$ cat src/rtl/jtp_pkg.sv
// jtp_pkg: constants, states and carriers for the test port controller.
// assumes one 40 MHz system clock; the test clock is sampled, not used as a clock.
package jtp_pkg;
  localparam int IR_W = 3;
  localparam int ID_W = 32;
  localparam int BSR_W = 98;
  localparam int FIFO_DEPTH = 32;
  localparam int SYNC_STAGES = 2;
  localparam int TMS_RESET_EDGES = 5;
  localparam logic [IR_W-1:0] IR_EXTEST = 3'h0;
  localparam logic [IR_W-1:0] IR_SAMPLE = 3'h4;
  localparam logic [IR_W-1:0] IR_IDCODE = 3'h6;
  localparam logic [IR_W-1:0] IR_BYPASS = 3'h7;
  localparam logic [IR_W-1:0] IR_CAPTURE_VAL = 3'h4;
  localparam logic [IR_W-1:0] IR_RESET_VAL = IR_IDCODE;
  // arbitrary identification value; bit 0 stays set as the register demands
  localparam logic [ID_W-1:0] ID_DEFAULT = 32'h0000_0001;
  localparam logic [BSR_W-1:0] BSR_RESET_VAL = '0;

  typedef enum logic [3:0] {
    ST_RESET, ST_IDLE,
    ST_SEL_DR, ST_CAP_DR, ST_SH_DR, ST_EX1_DR, ST_PAU_DR, ST_EX2_DR, ST_UPD_DR,
    ST_SEL_IR, ST_CAP_IR, ST_SH_IR, ST_EX1_IR, ST_PAU_IR, ST_EX2_IR, ST_UPD_IR
  } jtp_state_t;

  // pins as seen after synchronisation
  typedef struct packed {
    logic tck;
    logic tms;
    logic tdi;
  } jtp_pins_t;

  // serial answer toward the tester
  typedef struct packed {
    logic tdo;
    logic tdo_oe;
  } jtp_tdo_t;
endpackage : jtp_pkg

$ cat src/rtl/jtp_tap.sv
// jtp_tap: boundary-scan test port controller with its instruction,
// bypass, identification and boundary registers, and a FIFO that
// carries boundary update words to the user side, dropping any that arrive while it is full.
// assumes tck/tms/tdi and the pin inputs are asynchronous to CLK and that
// the test clock runs well below CLK/4 so both its edges are seen.
`timescale 1ns/1ps
`default_nettype none

module jtp_fifo #(
  parameter int WIDTH = 8,
  parameter int DEPTH = 32
) (
  // clock and reset
  input wire logic clk,
  input wire logic nrst,
  // filling side
  input wire logic in_valid,
  input wire logic [WIDTH-1:0] in_data,
  output logic in_ready,
  // draining side
  output logic out_valid,
  output logic [WIDTH-1:0] out_data,
  input wire logic out_ready
);
  localparam int AW = $clog2(DEPTH);

  // both pointers wrap the same way, so the step lives in one place
  function automatic logic [AW-1:0] bump(logic [AW-1:0] p);
    return (p == AW'(DEPTH - 1)) ? '0 : p + 1'b1;
  endfunction : bump

  typedef struct packed {
    logic [AW-1:0] wp;
    logic [AW-1:0] rp;
    logic [AW:0] cnt;
  } jtp_fifo_st_t;

  jtp_fifo_st_t r;
  jtp_fifo_st_t nxt;
  logic [WIDTH-1:0] mem [DEPTH];
  logic push;
  logic pop;

  assign in_ready = (r.cnt != (AW+1)'(DEPTH));
  assign out_valid = (r.cnt != '0);
  assign out_data = mem[r.rp];
  assign push = in_valid & in_ready;
  assign pop = out_valid & out_ready;

  always_comb begin
    nxt = r;
    if (push) begin
      nxt.wp = bump(r.wp);
    end
    if (pop) begin
      nxt.rp = bump(r.rp);
    end
    if (push && !pop) begin
      nxt.cnt = r.cnt + 1'b1;
    end else if (pop && !push) begin
      nxt.cnt = r.cnt - 1'b1;
    end
  end

  always_ff @(posedge clk) begin
    if (!nrst) begin
      r <= '0;
    end else begin
      r <= nxt;
    end
  end

  // storage carries no reset; only the pointers and the count decide what is valid
  always_ff @(posedge clk) begin
    if (push) begin
      mem[r.wp] <= in_data;
    end
  end
endmodule : jtp_fifo

module jtp_tap #(
  parameter logic [jtp_pkg::ID_W-1:0] ID_VALUE = jtp_pkg::ID_DEFAULT
) (
  // clock and reset
  input wire logic CLK,
  input wire logic NRST,
  // test port pins
  input wire logic TCK,
  input wire logic TMS,
  input wire logic TDI,
  output logic TDO,
  output logic TDO_OE,
  // boundary cells toward the device core and pins
  input wire logic [jtp_pkg::BSR_W-1:0] BSR_PIN_IN,
  output logic [jtp_pkg::BSR_W-1:0] BSR_OUT,
  output logic BSR_DRIVE,
  output logic TEST_RESET,
  output logic [jtp_pkg::IR_W-1:0] IR_CURRENT,
  // stream of boundary update words
  output logic UPD_VALID,
  output logic [jtp_pkg::BSR_W-1:0] UPD_DATA,
  input wire logic UPD_READY,
  output logic UPD_ROOM
);
  typedef struct packed {
    jtp_pkg::jtp_pins_t s1;
    jtp_pkg::jtp_pins_t s2;
    logic tck_d;
    logic [jtp_pkg::BSR_W-1:0] pin_s1;
    logic [jtp_pkg::BSR_W-1:0] pin_s2;
    jtp_pkg::jtp_state_t st;
    logic [jtp_pkg::IR_W-1:0] ir_sh;
    logic [jtp_pkg::IR_W-1:0] ir;
    logic byp;
    logic [jtp_pkg::ID_W-1:0] id_sh;
    logic [jtp_pkg::BSR_W-1:0] bsr_sh;
    logic [jtp_pkg::BSR_W-1:0] bsr_lat;
    jtp_pkg::jtp_tdo_t out;
  } jtp_tap_st_t;

  jtp_tap_st_t r;
  jtp_tap_st_t nxt;
  logic rise;
  logic fall;
  logic bsr_sel;
  logic push;

  function automatic logic is_bsr(logic [jtp_pkg::IR_W-1:0] code);
    return (code == jtp_pkg::IR_EXTEST) || (code == jtp_pkg::IR_SAMPLE);
  endfunction : is_bsr

  // undefined codes fall through to bypass
  function automatic logic is_id(logic [jtp_pkg::IR_W-1:0] code);
    return code == jtp_pkg::IR_IDCODE;
  endfunction : is_id

  // serial output of whichever register sits on the path
  function automatic logic tdo_pick(
    jtp_pkg::jtp_state_t s,
    logic [jtp_pkg::IR_W-1:0] code,
    logic ir0,
    logic bsr0,
    logic id0,
    logic byp0
  );
    if (s == jtp_pkg::ST_SH_IR) begin
      return ir0;
    end
    if (is_bsr(code)) begin
      return bsr0;
    end
    if (is_id(code)) begin
      return id0;
    end
    return byp0;
  endfunction : tdo_pick

  function automatic jtp_pkg::jtp_state_t next_st(jtp_pkg::jtp_state_t s, logic tms);
    next_st = jtp_pkg::ST_RESET;
    unique case (s)
      jtp_pkg::ST_RESET: begin
        next_st = tms ? jtp_pkg::ST_RESET : jtp_pkg::ST_IDLE;
      end
      jtp_pkg::ST_IDLE: begin
        next_st = tms ? jtp_pkg::ST_SEL_DR : jtp_pkg::ST_IDLE;
      end
      jtp_pkg::ST_SEL_DR: begin
        next_st = tms ? jtp_pkg::ST_SEL_IR : jtp_pkg::ST_CAP_DR;
      end
      jtp_pkg::ST_CAP_DR: begin
        next_st = tms ? jtp_pkg::ST_EX1_DR : jtp_pkg::ST_SH_DR;
      end
      jtp_pkg::ST_SH_DR: begin
        next_st = tms ? jtp_pkg::ST_EX1_DR : jtp_pkg::ST_SH_DR;
      end
      jtp_pkg::ST_EX1_DR: begin
        next_st = tms ? jtp_pkg::ST_UPD_DR : jtp_pkg::ST_PAU_DR;
      end
      jtp_pkg::ST_PAU_DR: begin
        next_st = tms ? jtp_pkg::ST_EX2_DR : jtp_pkg::ST_PAU_DR;
      end
      jtp_pkg::ST_EX2_DR: begin
        next_st = tms ? jtp_pkg::ST_UPD_DR : jtp_pkg::ST_SH_DR;
      end
      jtp_pkg::ST_SEL_IR: begin
        next_st = tms ? jtp_pkg::ST_RESET : jtp_pkg::ST_CAP_IR;
      end
      jtp_pkg::ST_CAP_IR: begin
        next_st = tms ? jtp_pkg::ST_EX1_IR : jtp_pkg::ST_SH_IR;
      end
      jtp_pkg::ST_SH_IR: begin
        next_st = tms ? jtp_pkg::ST_EX1_IR : jtp_pkg::ST_SH_IR;
      end
      jtp_pkg::ST_EX1_IR: begin
        next_st = tms ? jtp_pkg::ST_UPD_IR : jtp_pkg::ST_PAU_IR;
      end
      jtp_pkg::ST_PAU_IR: begin
        next_st = tms ? jtp_pkg::ST_EX2_IR : jtp_pkg::ST_PAU_IR;
      end
      jtp_pkg::ST_EX2_IR: begin
        next_st = tms ? jtp_pkg::ST_UPD_IR : jtp_pkg::ST_SH_IR;
      end
      jtp_pkg::ST_UPD_DR, jtp_pkg::ST_UPD_IR: begin
        next_st = tms ? jtp_pkg::ST_SEL_DR : jtp_pkg::ST_IDLE;
      end
    endcase
  endfunction : next_st

  // edges come from the second and third stage, never the first
  assign rise = r.s2.tck & ~r.tck_d;
  assign fall = ~r.s2.tck & r.tck_d;
  assign bsr_sel = is_bsr(r.ir);
  assign push = fall && (r.st == jtp_pkg::ST_UPD_DR) && bsr_sel;

  always_comb begin
    nxt = r;
    nxt.s1 = '{tck: TCK, tms: TMS, tdi: TDI};
    nxt.s2 = r.s1;
    nxt.tck_d = r.s2.tck;
    nxt.pin_s1 = BSR_PIN_IN;
    nxt.pin_s2 = r.pin_s1;
    // pause, exit and select states fall through with every shift register held
    if (rise) begin
      unique case (r.st)
        jtp_pkg::ST_CAP_DR: begin
          if (bsr_sel) begin
            nxt.bsr_sh = r.pin_s2;
          end else if (is_id(r.ir)) begin
            nxt.id_sh = ID_VALUE;
          end else begin
            nxt.byp = 1'b0;
          end
        end
        jtp_pkg::ST_SH_DR: begin
          if (bsr_sel) begin
            nxt.bsr_sh = {r.s2.tdi, r.bsr_sh[jtp_pkg::BSR_W-1:1]};
          end else if (is_id(r.ir)) begin
            nxt.id_sh = {r.s2.tdi, r.id_sh[jtp_pkg::ID_W-1:1]};
          end else begin
            nxt.byp = r.s2.tdi;
          end
        end
        jtp_pkg::ST_CAP_IR: nxt.ir_sh = jtp_pkg::IR_CAPTURE_VAL;
        jtp_pkg::ST_SH_IR: nxt.ir_sh = {r.s2.tdi, r.ir_sh[jtp_pkg::IR_W-1:1]};
        jtp_pkg::ST_RESET: begin
        end
        jtp_pkg::ST_IDLE: begin
        end
        jtp_pkg::ST_SEL_DR: begin
        end
        jtp_pkg::ST_EX1_DR: begin
        end
        jtp_pkg::ST_PAU_DR: begin
        end
        jtp_pkg::ST_EX2_DR: begin
        end
        jtp_pkg::ST_UPD_DR: begin
        end
        jtp_pkg::ST_SEL_IR: begin
        end
        jtp_pkg::ST_EX1_IR: begin
        end
        jtp_pkg::ST_PAU_IR: begin
        end
        jtp_pkg::ST_EX2_IR: begin
        end
        jtp_pkg::ST_UPD_IR: begin
        end
      endcase
      nxt.st = next_st(r.st, r.s2.tms);
    end
    if (fall) begin
      if (push) begin
        nxt.bsr_lat = r.bsr_sh;
      end
      if (r.st == jtp_pkg::ST_UPD_IR) begin
        nxt.ir = r.ir_sh;
      end
      // tdo moves on the falling edge so the tester samples it stable
      nxt.out.tdo_oe = (r.st == jtp_pkg::ST_SH_DR) || (r.st == jtp_pkg::ST_SH_IR);
      nxt.out.tdo = tdo_pick(r.st, r.ir, r.ir_sh[0], r.bsr_sh[0], r.id_sh[0], r.byp);
    end
    if (r.st == jtp_pkg::ST_RESET) begin
      nxt.ir = jtp_pkg::IR_RESET_VAL;
    end
  end

  always_ff @(posedge CLK) begin
    if (!NRST) begin
      r <= '0;
      r.st <= jtp_pkg::ST_RESET;
      r.ir <= jtp_pkg::IR_RESET_VAL;
      r.ir_sh <= jtp_pkg::IR_CAPTURE_VAL;
      r.bsr_lat <= jtp_pkg::BSR_RESET_VAL;
    end else begin
      r <= nxt;
    end
  end

  // the update stream never stalls the scan; a full buffer shows on UPD_ROOM
  jtp_fifo #(
    .WIDTH(jtp_pkg::BSR_W),
    .DEPTH(jtp_pkg::FIFO_DEPTH)
  ) u_fifo (
    .clk(CLK),
    .nrst(NRST),
    .in_valid(push),
    .in_data(r.bsr_sh),
    .in_ready(UPD_ROOM),
    .out_valid(UPD_VALID),
    .out_data(UPD_DATA),
    .out_ready(UPD_READY)
  );

  assign TDO = r.out.tdo;
  assign TDO_OE = r.out.tdo_oe;
  assign BSR_OUT = r.bsr_lat;
  assign BSR_DRIVE = (r.ir == jtp_pkg::IR_EXTEST) && (r.st != jtp_pkg::ST_RESET);
  assign TEST_RESET = (r.st == jtp_pkg::ST_RESET);
  assign IR_CURRENT = r.ir;
endmodule : jtp_tap

`default_nettype wire

$ cat config.mk
export PLATFORM = sky130hd
export DESIGN_NAME = jtp_tap
export DESIGN_NICKNAME = d
export VERILOG_FILES = /design/src/rtl/jtp_pkg.sv /design/src/rtl/jtp_tap.sv
export SDC_FILE = /design/constraint.sdc
export NUM_CORES = 2
export LEC_CHECK = 0
export BUFFER_PORTS_ARGS = -buffer_cell sky130_fd_sc_hd__buf_4
export CAP_MARGIN = 15
export CORE_AREA = 2 2 555 446
export DETAILED_ROUTE_END_ITERATION = 12
export DIE_AREA = 0 0 557 448
export GPL_TIMING_DRIVEN = 0
export PLACE_DENSITY = 0.75
export SYNTH_ARGS = -nofsm -noshare
export SYNTH_HDL_FRONTEND = slang
export SYNTH_HIERARCHICAL = 1
export SYNTH_SLANG_ARGS = --single-unit
$ cat constraint.sdc
create_clock -name CLK -period 6.16 [get_ports CLK]
set_input_delay 0.308 -clock CLK [delete_from_list [all_inputs] [get_ports CLK]]
set_output_delay 0.308 -clock CLK [all_outputs]
set_load 0.1 [all_outputs]
==> reports/qor.yml <==
clock_tree:
  clk_pin_slew_ps: 60
  htreeDepth: 5
  worst_skew_pair.late_latency_ps: 940
  cts_buffer_depth: 4
  numCtsBuffers: 336
  clockRootBuffer: "clkbuf_16"
  cts_resized: 0
  cts_tree: "yes"
  clock-sinks: 3601
global_routing:
  antenna_found_initial: 16
  grt_util_all_layers: 0.321
  grt_pass1_wl_mm: 560
  grt_max_degree: 36
  grt_overflow: 0
  grt_pass1_vias: 76200
final_layout:
  finish.utilization: 0.656
  area_growth_pct: 17.4
  multi_input_comb_area_mm2: 0.0300
  seqCellArea_mm2: 0.104
  fill_cells: 15300
  fin_nets: 8364
  drive_gt1_frac: 0.215
synth:
  yosysMostFrequentCell: "edfxtp_1"
  ys.warnings.count: 6
  synth_top_area_share: 0.692
  synth.largest_area_cell: "edfxtp_1"
  syn_nets: 7371
  syn_area_mm2: 0.136
  async_flop_share: 0
  ys_types: 66
  synth_common_cells: "edfxtp_1, mux2i_1, a22oi_1, dfxtp_1, mux4_2"
  syn_inst: 7253
  ys_top_cells_by_area: "edfxtp_1, mux4_2, dfxtp_1"
  synth_area_per_cell_um2: 18.8
  ys_ff_latch: 3601
  synth_ff_type: "edfxtp_1"
  seq_area_frac_synth: 0.761
  synth_edf_count: 3136
die:
  std_cell_rows: 162
  dieWidth_um: 557
  start_util: 0.559
  core_mm2: 0.243
  dieArea_mm2: 0.250
  io_pins: 309
  die_h_um: 448
power:
  switching_share: 0.195
  seqPwrFrac: 0.563
  combPwrFrac: 0.006
  p_sw_mw: 9.07
  p_leak_nw: 43.6
  ir_drop_mv: 0.257
  p_clk_frac: 0.430
  power_density_mw_per_mm2: 291
  p_int_mw: 37.4
hold_path:
  hp-start: "BSR_PIN_IN[38]"
  min_path_type: "in -> reg"
worst_setup_path:
  critPathLaunchType: "flop"
  endpoint_kind: "flop"
  worstPathArrival_ps: 6630
  worst_r2r_startpoint: "r[240]$_SDFFE_PN0P_"
  required_ps: 6720
  crit_fanout: 23
  critical_path_class: "reg -> reg"
  critPathLaunch: "r[240]$_SDFFE_PN0P_"
detailed_routing:
  via_count: 78600
  drc_errors: 0
  wirelength_mm: 406
  wl_per_cell_um: 34.4
  first_pass_iters: 8
  first_iter_violations: 14000
  via_per_inst: 6.66
  antenna_left: 0
timing:
  relSlewSlack: 0.0916
  report.final.slew_viol_count: 0
  timing.hold.ws_ps: 131
  timing.setup.tns_ps: 0
  finalSetupViolCount: 0
  finalCritPeriodShare: 0.984
  finalCriticalPeriod_ps: 6060
  fmax_mhz: 165
  tightest_slew_ps: 1360
  clock_skew_ps: 70.0
  fin_ws_ps: 97.4
  hold_viol_final: 0
  rsz0062_at_grt: "no"
place:
  io_buffers: 308
  place_ws_ps: 456
  place_congestion: 0.862
  hpwl_mm: 271
status:
  status: "complete, no violations"
job:
  max-cap-violations: 0
[power groups by stage]
stage / registers, mW / logic [mW] / clock network [mW]
3_3_place_gp: 26.7 / 0.220 / 0
4_1_cts: 26.2 / 0.279 / 20.1
5_1_grt: 26.2 / 0.302 / 21.0
2_1_floorplan: 26.7 / 0.102 / 0
3_5_place_dp: 26.7 / 0.226 / 0
6_report: 26.2 / 0.287 / 20.0
[final timing paths]
| check | end | slack (ps) | cells after the start |
|---|---|---|---|
| setup / recovery | u_fifo/mem[12][41]$_DFFE_PP_ | 100 | 13 |
| setup reg to reg | u_fifo/mem[12][41]$_DFFE_PP_ | 100 | 13 |
| hold reg to reg | r[285]$_SDFF_PN0_ | 420 | 1 |
| hold / removal | nxt[279]$_SDFF_PN0_ | 130 | 3 |
[critical path, stage by stage, from the launching register on]
cell,delay [ps]
dfxtp_1,310
buf_2,250
nor4b_1,270
nand3_1,650
buf_16,410
inv_2,470
buf_1,690
o31ai_4,260
inv_2,210
nand2_1,480
nor2_4,790
buf_12,320
buf_12,250
buf_12,250
[cell usage in the layout (no fill, tap or decap), types with 12 or more instances in the layout]
cell,Yosys,final
buf_12,0,148
a22o_1,26,26
nor2b_1,15,15
o21ai_0,36,36
mux2i_1,773,773
dfxtp_2,0,20
a21oi_1,22,22
a22oi_1,512,512
nand3_1,178,178
a31oi_1,30,30
a21boi_0,101,101
dlygate4sd3_1,0,103
diode_2,0,12
o22ai_1,12,12
edfxtp_1,3136,3136
nand2_1,353,353
nand4_1,102,102
buf_2,165,166
nor2_1,60,28
buf_16,0,89
mux4_2,450,450
clkbuf_8,0,14
clkinv_2,0,42
and2_1,209,209
o211a_1,99,99
nor2_4,0,32
buf_4,139,447
bufinv_16,0,14
ha_1,13,13
clkinv_1,0,57
buf_1,29,29
dfxtp_1,465,445
clkbuf_16,0,345
clkbuf_1,208,309
[kinds of logic (layout without fill, tap and decap cells)]
kind of cell / count (synthesis) / after routing / share of synthesized area
AOI/OAI and AO/OA: 867 / 867 / 0.0490
xor gates and xnor gates: 4 / 4 / 0.000258
adders and majority gates: 14 / 14 / 0.00134
buffers and inverters: 558 / 1815 / 0.0209
DFF: 3601 / 3601 / 0.761
muxes: 1223 / 1223 / 0.131
other: 0 / 12 / 0
and+or+nand+nor: 986 / 986 / 0.0365
[registers in the layout, summed over array words and instances, names as in the netlist, named ones only]
signal,count
TDO,1
u_fifo/r,16
BSR_OUT,98
u_fifo/mem,3136
r,239
IR_CURRENT,3
nxt,102
TDO_OE,1
[timing repair]
item | 4_1_cts | 5_1_grt
buffers inserted | 0 | 0
endpoints found under the hold margin | 111 | 0
hold buffers | 103 | 0
[layout make-up]
class	count	share of cell area
multi-input combinational	3094	0.188
sequential	3601	0.648
inverter	12	0.000282
buffer	546	0.0176
clock buffer	462	0.0577
timing repair buffer	655	0.0554
antenna	12	0.000188
clock inverter	140	0.00747
tap	3280	0.0257
[per-layer routing]
metal | wire length (µm) | global-route usage | vias up | part of all wire
met1 | 143000 | 0.440 | 40100 | 0.35
met5 | 58 | 0 | - | 0.00014
li1 | - | - | 31100 | -
met4 | 25400 | 0.163 | 10 | 0.062
met3 | 57300 | 0.0835 | 1019 | 0.14
met2 | 181000 | 0.481 | 6442 | 0.44
[per-stage QoR]
stage	total power, mW	std cells	cell area (µm²)
finish	46.5	11800	160000
global route	47.4	11800	160000
global placement	26.9	10800	142000
CTS	46.5	11700	158000
detailed placement	26.9	11000	147000
floorplan	26.8	7253	136000
(Power assumes the default switching activity.)
